File: src/hdl/cscx_pkg.sv
// Package: constants for the compare/skip/complement execution block
package cscx_pkg;
    // Opcode field values (upper bits of the 16-bit instruction word)
    localparam logic [6:0] OPC_COMPLEMENT = 7'h07; // 0001 11xx
    localparam logic [6:0] OPC_CMP_EQUAL  = 7'h31; // 0110 001x
    localparam logic [6:0] OPC_CMP_GREAT  = 7'h32; // 0110 010x
    // Field positions
    localparam int          OPC_MSB       = 15;
    localparam int          OPC_LSB_BYTE  = 9;
    localparam int          DEST_BIT      = 9;
    localparam int          ACCESS_BIT    = 8;
    // Indexed literal offset limit
    localparam logic [7:0] LIT_OFS_LIMIT  = 8'h5f;
    // Access bank upper half starts here (low half is bank 0)
    localparam logic [7:0] ACC_HIGH_START = 8'h60;
    localparam logic [3:0] ACC_HIGH_BANK  = 4'hf;
    // Reset values and last phase
    localparam logic [1:0] PHASE_RST      = 2'h0;
    localparam logic [1:0] SKIP_RST       = 2'h0;
    localparam logic [1:0] PHASE_LAST     = 2'h3;
    // Skip cycle counts
    localparam logic [1:0] SKIP_ONE_WORD  = 2'h1;
    localparam logic [1:0] SKIP_TWO_WORD  = 2'h2;

    typedef enum logic [1:0] {
        CSCX_OP_NONE,
        CSCX_OP_COMPLEMENT,
        CSCX_OP_CMP_EQUAL,
        CSCX_OP_CMP_GREAT
    } cscx_op_t;
endpackage : cscx_pkg

File: src/hdl/cscx_exec.sv
// Execution unit: complement register and compare-and-skip instructions
//
// Function
// RULE_01: Greater compare subtracts unsigned, changes nothing
// RULE_02: Greater skip only when byte exceeds working
// RULE_03: Taken skip discards fetch, runs one no-op
// RULE_04: Skip over two-word instruction costs three
// RULE_05: Access bit zero selects access bank
// RULE_06: Extended set, low addresses index pointer
// RULE_07: Complement decodes, reads, processes, writes per phase
// RULE_08: Compare decodes, reads, compares, never writes
// RULE_09: Equal skip only when byte equals working
// RULE_10: Complement result is bitwise inversion
// RULE_11: Access bit one uses bank select register
// RULE_12: Destination zero writes working, source unchanged
`timescale 1ns/100ps
`default_nettype none

module cscx_exec #(
    parameter int DATA_W = 8,
    parameter int ADDR_W = 12
) (
    input  wire logic                 clk_i,
    input  wire logic                 sys_rst_i,
    input  wire logic                 phase_en_i,
    input  wire logic [15:0]          instr_i,
    input  wire logic                 instr_valid_i,
    input  wire logic                 next_two_word_i,
    input  wire logic                 ext_set_en_i,
    input  wire logic [3:0]           bank_select_register_i,
    input  wire logic [ADDR_W-1:0]    index_ptr_i,
    input  wire logic [DATA_W-1:0]    working_register_i,
    input  wire logic [DATA_W-1:0]    mem_rdata_i,
    output logic      [ADDR_W-1:0]    mem_addr_o,
    output logic                      mem_rd_o,
    output logic                      mem_wr_o,
    output logic      [DATA_W-1:0]    mem_wdata_o,
    output logic                      working_wr_o,
    output logic      [DATA_W-1:0]    working_wdata_o,
    output logic                      flush_o,
    output logic                      nop_cycle_o,
    output logic      [1:0]           phase_o
);
    import cscx_pkg::*;

    // Refuse widths the byte datapath and 12-bit space cannot serve
    initial begin
        if (DATA_W != 8 || ADDR_W != 12) begin
            $error("cscx_exec supports only 8-bit data, 12-bit address");
        end
    end

    // Address forming shared by all three instructions
    function automatic logic [11:0] form_addr(input logic [7:0] f, input logic acc,
                                              input logic ext, input logic [3:0] bank,
                                              input logic [11:0] ptr);
        logic [11:0] a;
        a = {bank, f};                                // [RULE_11]
        if (!acc) begin
            if (ext && f <= LIT_OFS_LIMIT) begin
                a = 12'(ptr + {4'h0, f});             // [RULE_06]
            end else if (f >= ACC_HIGH_START) begin
                a = {ACC_HIGH_BANK, f};               // [RULE_05]
            end else begin
                a = {4'h0, f};                        // [RULE_05]
            end
        end
        return a;
    endfunction : form_addr

    // ------------------------------------------------------------
    // Phase sequencing
    // ------------------------------------------------------------
    // Phase count and one-clock strobes, one per quarter
    logic [1:0] phase_q;
    logic       q1, q2, q3, q4;
    assign q1 = phase_en_i && phase_q == 2'h0;
    assign q2 = phase_en_i && phase_q == 2'h1;
    assign q3 = phase_en_i && phase_q == 2'h2;
    assign q4 = phase_en_i && phase_q == PHASE_LAST;
    assign phase_o = phase_q;

    // Phase counter, one step per enable
    always_ff @(posedge clk_i or posedge sys_rst_i) begin
        if (sys_rst_i) begin
            phase_q <= PHASE_RST;
        end else if (phase_en_i) begin
            phase_q <= 2'(phase_q + 2'h1);
        end
    end

    // ------------------------------------------------------------
    // Decode (Q1)
    // ------------------------------------------------------------
    // Decoded instruction, held for its whole cycle
    cscx_op_t    op_q;
    logic [11:0] addr_q;
    logic        dest_q;
    logic [1:0]  skip_q;
    cscx_op_t    op_d;

    // Opcode match on the upper instruction bits; others stay idle
    always_comb begin
        op_d = CSCX_OP_NONE;
        if (instr_i[OPC_MSB:10] == OPC_COMPLEMENT[5:0]) begin
            op_d = CSCX_OP_COMPLEMENT;
        end else if (instr_i[OPC_MSB:OPC_LSB_BYTE] == OPC_CMP_EQUAL) begin
            op_d = CSCX_OP_CMP_EQUAL;
        end else if (instr_i[OPC_MSB:OPC_LSB_BYTE] == OPC_CMP_GREAT) begin
            op_d = CSCX_OP_CMP_GREAT;
        end
    end

    // Latch decoded op unless this cycle is a skipped no-op or no valid word is offered
    always_ff @(posedge clk_i or posedge sys_rst_i) begin
        if (sys_rst_i) begin
            op_q   <= CSCX_OP_NONE;
            addr_q <= 12'h000;
            dest_q <= 1'b0;
        end else if (q1) begin
            op_q   <= (skip_q != SKIP_RST || !instr_valid_i) ? CSCX_OP_NONE : op_d;
            addr_q <= form_addr(instr_i[7:0], instr_i[ACCESS_BIT], ext_set_en_i,
                                bank_select_register_i, index_ptr_i);
            dest_q <= instr_i[DEST_BIT];
        end
    end

    // ------------------------------------------------------------
    // Read (Q2) and process (Q3)
    // ------------------------------------------------------------
    // Operand, inverted result and skip decision
    logic [7:0] opnd_q;
    logic [7:0] result_q;
    logic       take_q;
    logic [8:0] diff;
    // Unsigned subtraction; operands untouched, no flags driven
    assign diff = {1'b0, opnd_q} - {1'b0, working_register_i};   // [RULE_01]

    always_ff @(posedge clk_i or posedge sys_rst_i) begin
        if (sys_rst_i) begin
            opnd_q <= 8'h00;
        end else if (q2 && op_q != CSCX_OP_NONE) begin
            opnd_q <= mem_rdata_i;                    // [RULE_07] [RULE_08]
        end
    end

    // Process in Q3: invert or compare
    always_ff @(posedge clk_i or posedge sys_rst_i) begin
        if (sys_rst_i) begin
            result_q <= 8'h00;
            take_q   <= 1'b0;
        end else if (q3) begin
            result_q <= ~opnd_q;                      // [RULE_10]
            case (op_q)
                CSCX_OP_CMP_EQUAL: take_q <= diff == 9'h000;             // [RULE_09]
                CSCX_OP_CMP_GREAT: take_q <= !diff[8] && diff != 9'h000; // [RULE_02]
                default:           take_q <= 1'b0;
            endcase
        end
    end

    // ------------------------------------------------------------
    // Write (Q4) and skip bookkeeping
    // ------------------------------------------------------------
    // Write strobes for the two destinations
    logic wr_mem, wr_w;
    // Compares never write in Q4
    assign wr_mem = q4 && op_q == CSCX_OP_COMPLEMENT && dest_q;   // [RULE_07] [RULE_08]
    assign wr_w   = q4 && op_q == CSCX_OP_COMPLEMENT && !dest_q;  // [RULE_12]

    always_ff @(posedge clk_i or posedge sys_rst_i) begin
        if (sys_rst_i) begin
            mem_wr_o        <= 1'b0;
            working_wr_o    <= 1'b0;
            mem_wdata_o     <= 8'h00;
            working_wdata_o <= 8'h00;
        end else begin
            mem_wr_o     <= wr_mem;
            working_wr_o <= wr_w;
            if (wr_mem) begin
                mem_wdata_o <= result_q;
            end
            if (wr_w) begin
                working_wdata_o <= result_q;          // [RULE_12]
            end
        end
    end

    // Count of instruction cycles to be run as no-ops
    // Reset or the last no-op cycle returns it to idle
    always_ff @(posedge clk_i or posedge sys_rst_i) begin
        if (sys_rst_i) begin
            skip_q <= SKIP_RST;
        end else if (q4) begin
            if (take_q && op_q != CSCX_OP_NONE) begin
                skip_q <= next_two_word_i ? SKIP_TWO_WORD : SKIP_ONE_WORD; // [RULE_03] [RULE_04]
            end else if (skip_q != SKIP_RST) begin
                skip_q <= 2'(skip_q - 2'h1);
            end
        end
    end

    // Flush pulse at end of a taken compare cycle
    // Tells the fetch side to drop the word already fetched
    always_ff @(posedge clk_i or posedge sys_rst_i) begin
        if (sys_rst_i) begin
            flush_o <= 1'b0;
        end else begin
            flush_o <= q4 && take_q && op_q != CSCX_OP_NONE;  // [RULE_03]
        end
    end

    // ------------------------------------------------------------
    // Outputs
    // ------------------------------------------------------------
    // Whole-cycle no-op indicator; a skipped fetch is never read
    assign nop_cycle_o = skip_q != SKIP_RST;                  // [RULE_04]
    // Operand address and read strobe for the data space
    assign mem_addr_o  = addr_q;
    assign mem_rd_o    = phase_q == 2'h1 && op_q != CSCX_OP_NONE;
endmodule : cscx_exec

`default_nettype wire

File: config.mk
export PLATFORM = sky130hd
export DESIGN_NAME = cscx_exec
export DESIGN_NICKNAME = d
export VERILOG_FILES = /design/src/hdl/cscx_pkg.sv /design/src/hdl/cscx_exec.sv
export SDC_FILE = /design/constraint.sdc
export NUM_CORES = 1
export LEC_CHECK = 0
export BUFFER_PORTS_ARGS = -buffer_cell sky130_fd_sc_hd__buf_2
export CAP_MARGIN = 20
export CORE_ASPECT_RATIO = 1.4
export CORE_MARGIN = 2
export CORE_UTILIZATION = 30
export CTS_CLUSTER_SIZE = 16
export DETAILED_ROUTE_END_ITERATION = 7
export SLEW_MARGIN = 25
export SYNTH_ARGS = -nofsm -noshare
export SYNTH_HDL_FRONTEND = slang
export SYNTH_SLANG_ARGS = --single-unit
File: constraint.sdc
create_clock -name clk_i -period 4.9 [get_ports clk_i]
set_clock_uncertainty 0.1 [all_clocks]
set_input_delay 0.49 -clock clk_i [delete_from_list [all_inputs] [get_ports clk_i]]
set_output_delay 0.49 -clock clk_i [all_outputs]
set_load 0.05 [all_outputs]
**Word-level counts from Yosys, hierarchy flattened**

Index checks and enable logic that the tools add are counted.

- Register bits: 55
- Input port bits: 54
- Output and inout port bits: 35
- Word-level logic and storage cells: 65

- $add $sub $neg: 4
- $lt $le $gt $ge: 2
- Equality and inequality tests: 9
- Muxes and demuxes: 11
- Bitwise gates (word level): 1
- Reduce and logical (&&, ||, !) cells: 25

Operator list:

| cell | count |
|---|---|
| $mux 12 | 3 |
| $eq 7x6->1 const B | 2 |
| $logic_and 1x1->1 | 14 |
| $mux 2 | 7 |
| $add 12x8->12 | 1 |
| $logic_not 9->1 | 1 |
| $reduce_bool 9->1 | 1 |
| $sub 8x8->9 | 1 |
| $eq 2x2->1 const B | 4 |
| $ge 8x7->1 const B | 1 |
| $le 8x7->1 const B | 1 |
| $not 8->8 | 1 |
| $eq 6x3->1 const B | 1 |
| $reduce_bool 2->1 | 3 |
| $eq 2x1->1 const B | 2 |
| $logic_not 1->1 | 3 |
| $add 2x1->2 const B | 1 |
| $logic_not 2->1 | 1 |
| $pmux 1 s2 | 1 |
| $reduce_and 2->1 | 1 |
| $sub 2x1->2 const B | 1 |
| $logic_or 1x1->1 | 1 |

**Depth between registers and ports, before layout**

- Depth after elaboration: 5
- Gate-level depth with buffers: 9
- Depth with buffers taken out: 9

**Worst setup path before layout**

Ideal clock, no wire load.

- Kind: input-to-reg
- Start point: input port working_register_i[0]
- End point: register take_q
- Library setup time: 0.123 ns
- Data arrival time: 2.287 ns
- Required time: 4.677 ns
- Slack: 2.390 ns
- Cell stages on the path: 8
- Path buffers: 0
- Cells stage by stage: ha_1 > fa_1 > xor2_1 > o2111ai_1 > or3_1 > a2111oi_2 > xnor2_1 > o21ai_1

- Word-level cells in the longest chain between the ends: 4
- Elaborated cells on any way between the ends: 6
- Classes of those cells: add/sub (1); mux (1); reduce/logical (4)

RTL lines:

| what | line | text |
|---|---|---|
| from (decl) | cscx_exec.sv:32 | `input wire logic [DATA_W-1:0] working_register_i,` |
| $sub 8x8->9 * | cscx_exec.sv:137 | `assign diff = {1'b0, opnd_q} - {1'b0, working_register_i};` |
| $reduce_bool 9->1 / $logic_not 1->1 (equally long branches) | cscx_exec.sv:156 | `CSCX_OP_CMP_GREAT: take_q <= !diff[8] && diff != 9'h000;` |
| $logic_and 1x1->1 | cscx_exec.sv:156 |  |
| $pmux 1 s2 * | cscx_exec.sv:154 | `case (op_q)` |
| to (signal assigned) | cscx_exec.sv:155 | `CSCX_OP_CMP_EQUAL: take_q <= diff == 9'h000;` |
| to (signal assigned) | cscx_exec.sv:156 |  |
| to (signal assigned) | cscx_exec.sv:157 | `default: take_q <= 1'b0;` |
| to (decl) | cscx_exec.sv:134 | `logic take_q;` |

Mark *: on every way between the ends. The rest lies on a longest branch, timed or not.
A chain may end at the register's enable or synchronous reset.

**Worst setup path after layout**

- Start point: register opnd_q[0]
- End point: register take_q

- Word-level cells in the longest chain between the ends: 4
- Elaborated cells on any way between the ends: 6
- Classes of those cells: add/sub (1); mux (1); reduce/logical (4)

RTL lines:

| what | line | text |
|---|---|---|
| from (decl) | cscx_exec.sv:132 | `logic [7:0] opnd_q;` |
| from (signal assigned) | cscx_exec.sv:143 | `opnd_q <= mem_rdata_i;` |
| $sub 8x8->9 * | cscx_exec.sv:137 |  |
| $reduce_bool 9->1 / $logic_not 1->1 (equally long branches) | cscx_exec.sv:156 |  |
| $logic_and 1x1->1 | cscx_exec.sv:156 |  |
| $pmux 1 s2 * | cscx_exec.sv:154 |  |

Marks and branches as above.

==> results.cfg <==
[power]
ir_worst_vdd_uv = 192.7
clock_power_share_pct = 22.3
combPwrFrac_pct = 38.9
intPower_uw = 955.6
p_switching_uw = 700.8
sw_frac_of_total_pct = 42.31
p_per_area_nw_per_um2 = 437.1
p_leak_uw = 0.001944
seqPwrFrac_pct = 38.7

[synthesis]
yosysTopAreaCell = dfrtp_1
synthTopCellsByArea = dfrtp_1, mux2_2, ha_1, nand2_1, o21ai_0
synth-main-ff-cell = dfrtp_1
synth_nets = 383
synth_area_per_cell_um2 = 9.956
synth_edf_count = 0
ys_warn_count = 0
netlist.area_leader.share_pct = 45.17
ys_seq_area_share_pct = 45.17
ys_ff_latch = 55
syn-cell-area_um2 = 3047
ys_types = 48
netlist_instances = 306
async_flop_share_pct = 100.0

[cts]
clk_latency_ns = 0.30
hold_buffers = 0
clock-sinks = 55
cts-resized-gates = 0
cts_tree = built
clk_transition_reported_paths_ns = 0.07
htreeDepth = 2
postCtsSetupBuffers = 0
cts_buffer_depth = 2
cts_buffers = 5
cts-root-buf = clkbuf_16

[worst_setup_path]
cpMaxStageDelayCell = or3_1
worstPathRequired_ns = 4.99
critPathKind = reg -> reg
r2r_start = opnd_q[0]$_DFFE_PP0P_
crit_path_max_fanout = 3
crit_path_max_incr_delay_ns = 0.40
crit_chain = inv_1 -> ha_1 -> fa_1 -> xor2_1 -> o2111ai_1 -> or3_1 -> a2111oi_2 -> xnor2_1 -> o21ai_1
cp-startpoint = opnd_q[0]$_DFFE_PP0P_
endpoint_kind = register
cp-start-kind = register
reg2reg_depth = 9
arrival_ns = 2.62

[global_routing]
grt_overflow = 0
antenna_found_initial = 0
grt_max_degree = 56
grt_pass1_vias = 2449
grt_usage_pct = 13.08
grt_pass1_wl_mm = 11.24

[floorplan]
die_x_um = 89.17
core_um2 = 9899
rows = 43
initial_utilization_pct = 30.78
pin_count = 89
die_area_um2 = 10990
fp.dieH_um = 123.2

[drt]
via_per_inst = 4.742
drt_iter0_drc = 73
drc = 0
finalWirelength_mm = 6.932
routedWlPerCell_um = 13.05
vias = 2518
drt_first_pass_iters = 4
ant_nets = 0

[placed_design]
dp_hpwl_mm = 5.673
port_buffers = 88
dpl_cell_area_um2 = 3636
gp_congestion = 0.7606
dpl.cell_count = 523

[timing]
grt_setup_unrepaired = no
final_hold_viol_count = 0
min_period_ns = 2.533
fin_hold_ws_ns = 0.2746
period_share_pct = 51.68
max-slew-margin-rel_pct = 48.27
finalSetupTns_ns = 0
setup_viol = 0
fmax_ghz = 0.3949
maxSlewViolCount = 0
worstMarginPinSlew_ns = 0.7744

[layout]
final_cell_mix = buf_2, dfrtp_1, nand2_1
stdcell_area_um2 = 3790
fill_cells = 1062
syn_to_final_growth_pct = 24.39
fin_cells = 531
antenna_cells = 0
num-nets-final = 472
drive_gt1_share_pct = 31.57
layout_commonest_cell = buf_2

[min_path]
min_path_type = in -> async

[run_status]
status = complete, no violations

[run]
maxCapViolCount = 0
-- flip-flops by register name, indices dropped and copies added (netlist names) --
register         cells
working_wdata_o      8
opnd_q               8
take_q               1
mem_addr_o          12
flush_o              1
op_q                 2
dest_q               1
skip_q               2
phase_o              2
working_wr_o         1
mem_wr_o             1
result_q             8
mem_wdata_o          8
-- through the flow --
stage,utilization [%],total power (uW),setup WS (ns)
finish,38.28,1656,2.367
CTS,38.28,1684,2.340
floorplan,-,1125,2.390
detailed placement,36.73,1308,2.155
global placement,36.73,1288,2.167
global route,38.28,1771,2.164
-- cell usage after synthesis, types with 2 or more instances --
library cell,n
nor3_1,4
a21oi_1,21
xor2_1,5
ha_1,21
a31oi_1,7
or3_1,2
nor2_1,20
a221oi_1,2
nor3b_1,2
nor4_1,2
nand2_1,37
a211oi_1,4
a21o_1,6
mux2_2,24
fa_1,2
dfrtp_1,55
o21a_1,2
o21ai_0,24
nor2b_1,2
inv_1,23
and3_1,2
clkbuf_1,5
nand4_1,2
nand2b_1,2
xnor2_1,7
-- critical path: cells and delay by family (launching register included) --
kind	cells	cell delay [ns]
compound gates	3	0.59
fa+ha+maj	2	0.58
flops	1	0.37
simple gates	1	0.40
buf+inv	1	0.05
xor+xnor	2	0.33
-- power by group through the flow --
stage	clock network (uW)	registers, uW	logic, uW
4_1_cts	384	643	656
2_1_floorplan	0	842	282
6_report	370	642	645
3_5_place_dp	0	653	655
5_1_grt	399	658	714
3_3_place_gp	0	647	641
-- cell type report --
cell class | count | area [um2] | share of cell area (%)
Tap cell | 135 | 168.9 | 4.457
Multi-Input combinational cell | 221 | 1556 | 41.07
Clock inverter | 3 | 28.78 | 0.7593
Sequential cell | 55 | 1376 | 36.32
Inverter | 23 | 86.33 | 2.278
Timing Repair Buffer | 89 | 447.9 | 11.82
Clock buffer | 5 | 125.1 | 3.301
-- worst paths after layout --
check	slack, ns	end
worst max-delay path	2.37	take_q$_DFFE_PP0P_
worst min-delay path	0.27	flush_o$_DFF_PP0_
worst max register to register	2.37	take_q$_DFFE_PP0P_
worst min register to register	0.39	mem_addr_o[2]$_DFFE_PP0P_
max in group asynchronous	3.97	opnd_q[2]$_DFFE_PP0P_
min in group clk_i	0.32	opnd_q[6]$_DFFE_PP0P_
-- kinds of logic after synthesis --
group | Yosys count | share of synthesized area [%]
AND/OR/NAND/NOR | 82 | 12.44
buffers and inverters | 30 | 3.737
adder cells (fa/ha/maj) | 23 | 9.938
XOR/XNOR | 12 | 3.450
multiplexers | 25 | 9.199
AO/OA/AOI/OAI | 79 | 16.06
flip-flops | 55 | 45.17
-- routing by layer --
layer / global-route usage (%) / routed length [um] / vias up
met1: 14.03 / 2793 / 1193
met3: 2.737 / 305 / 5
li1: - / - / 1260
met2: 24.95 / 3740 / 60
met5: 0 / 0 / -
met4: 3.918 / 92 / 0
Power figures use the tool's default switching activity.
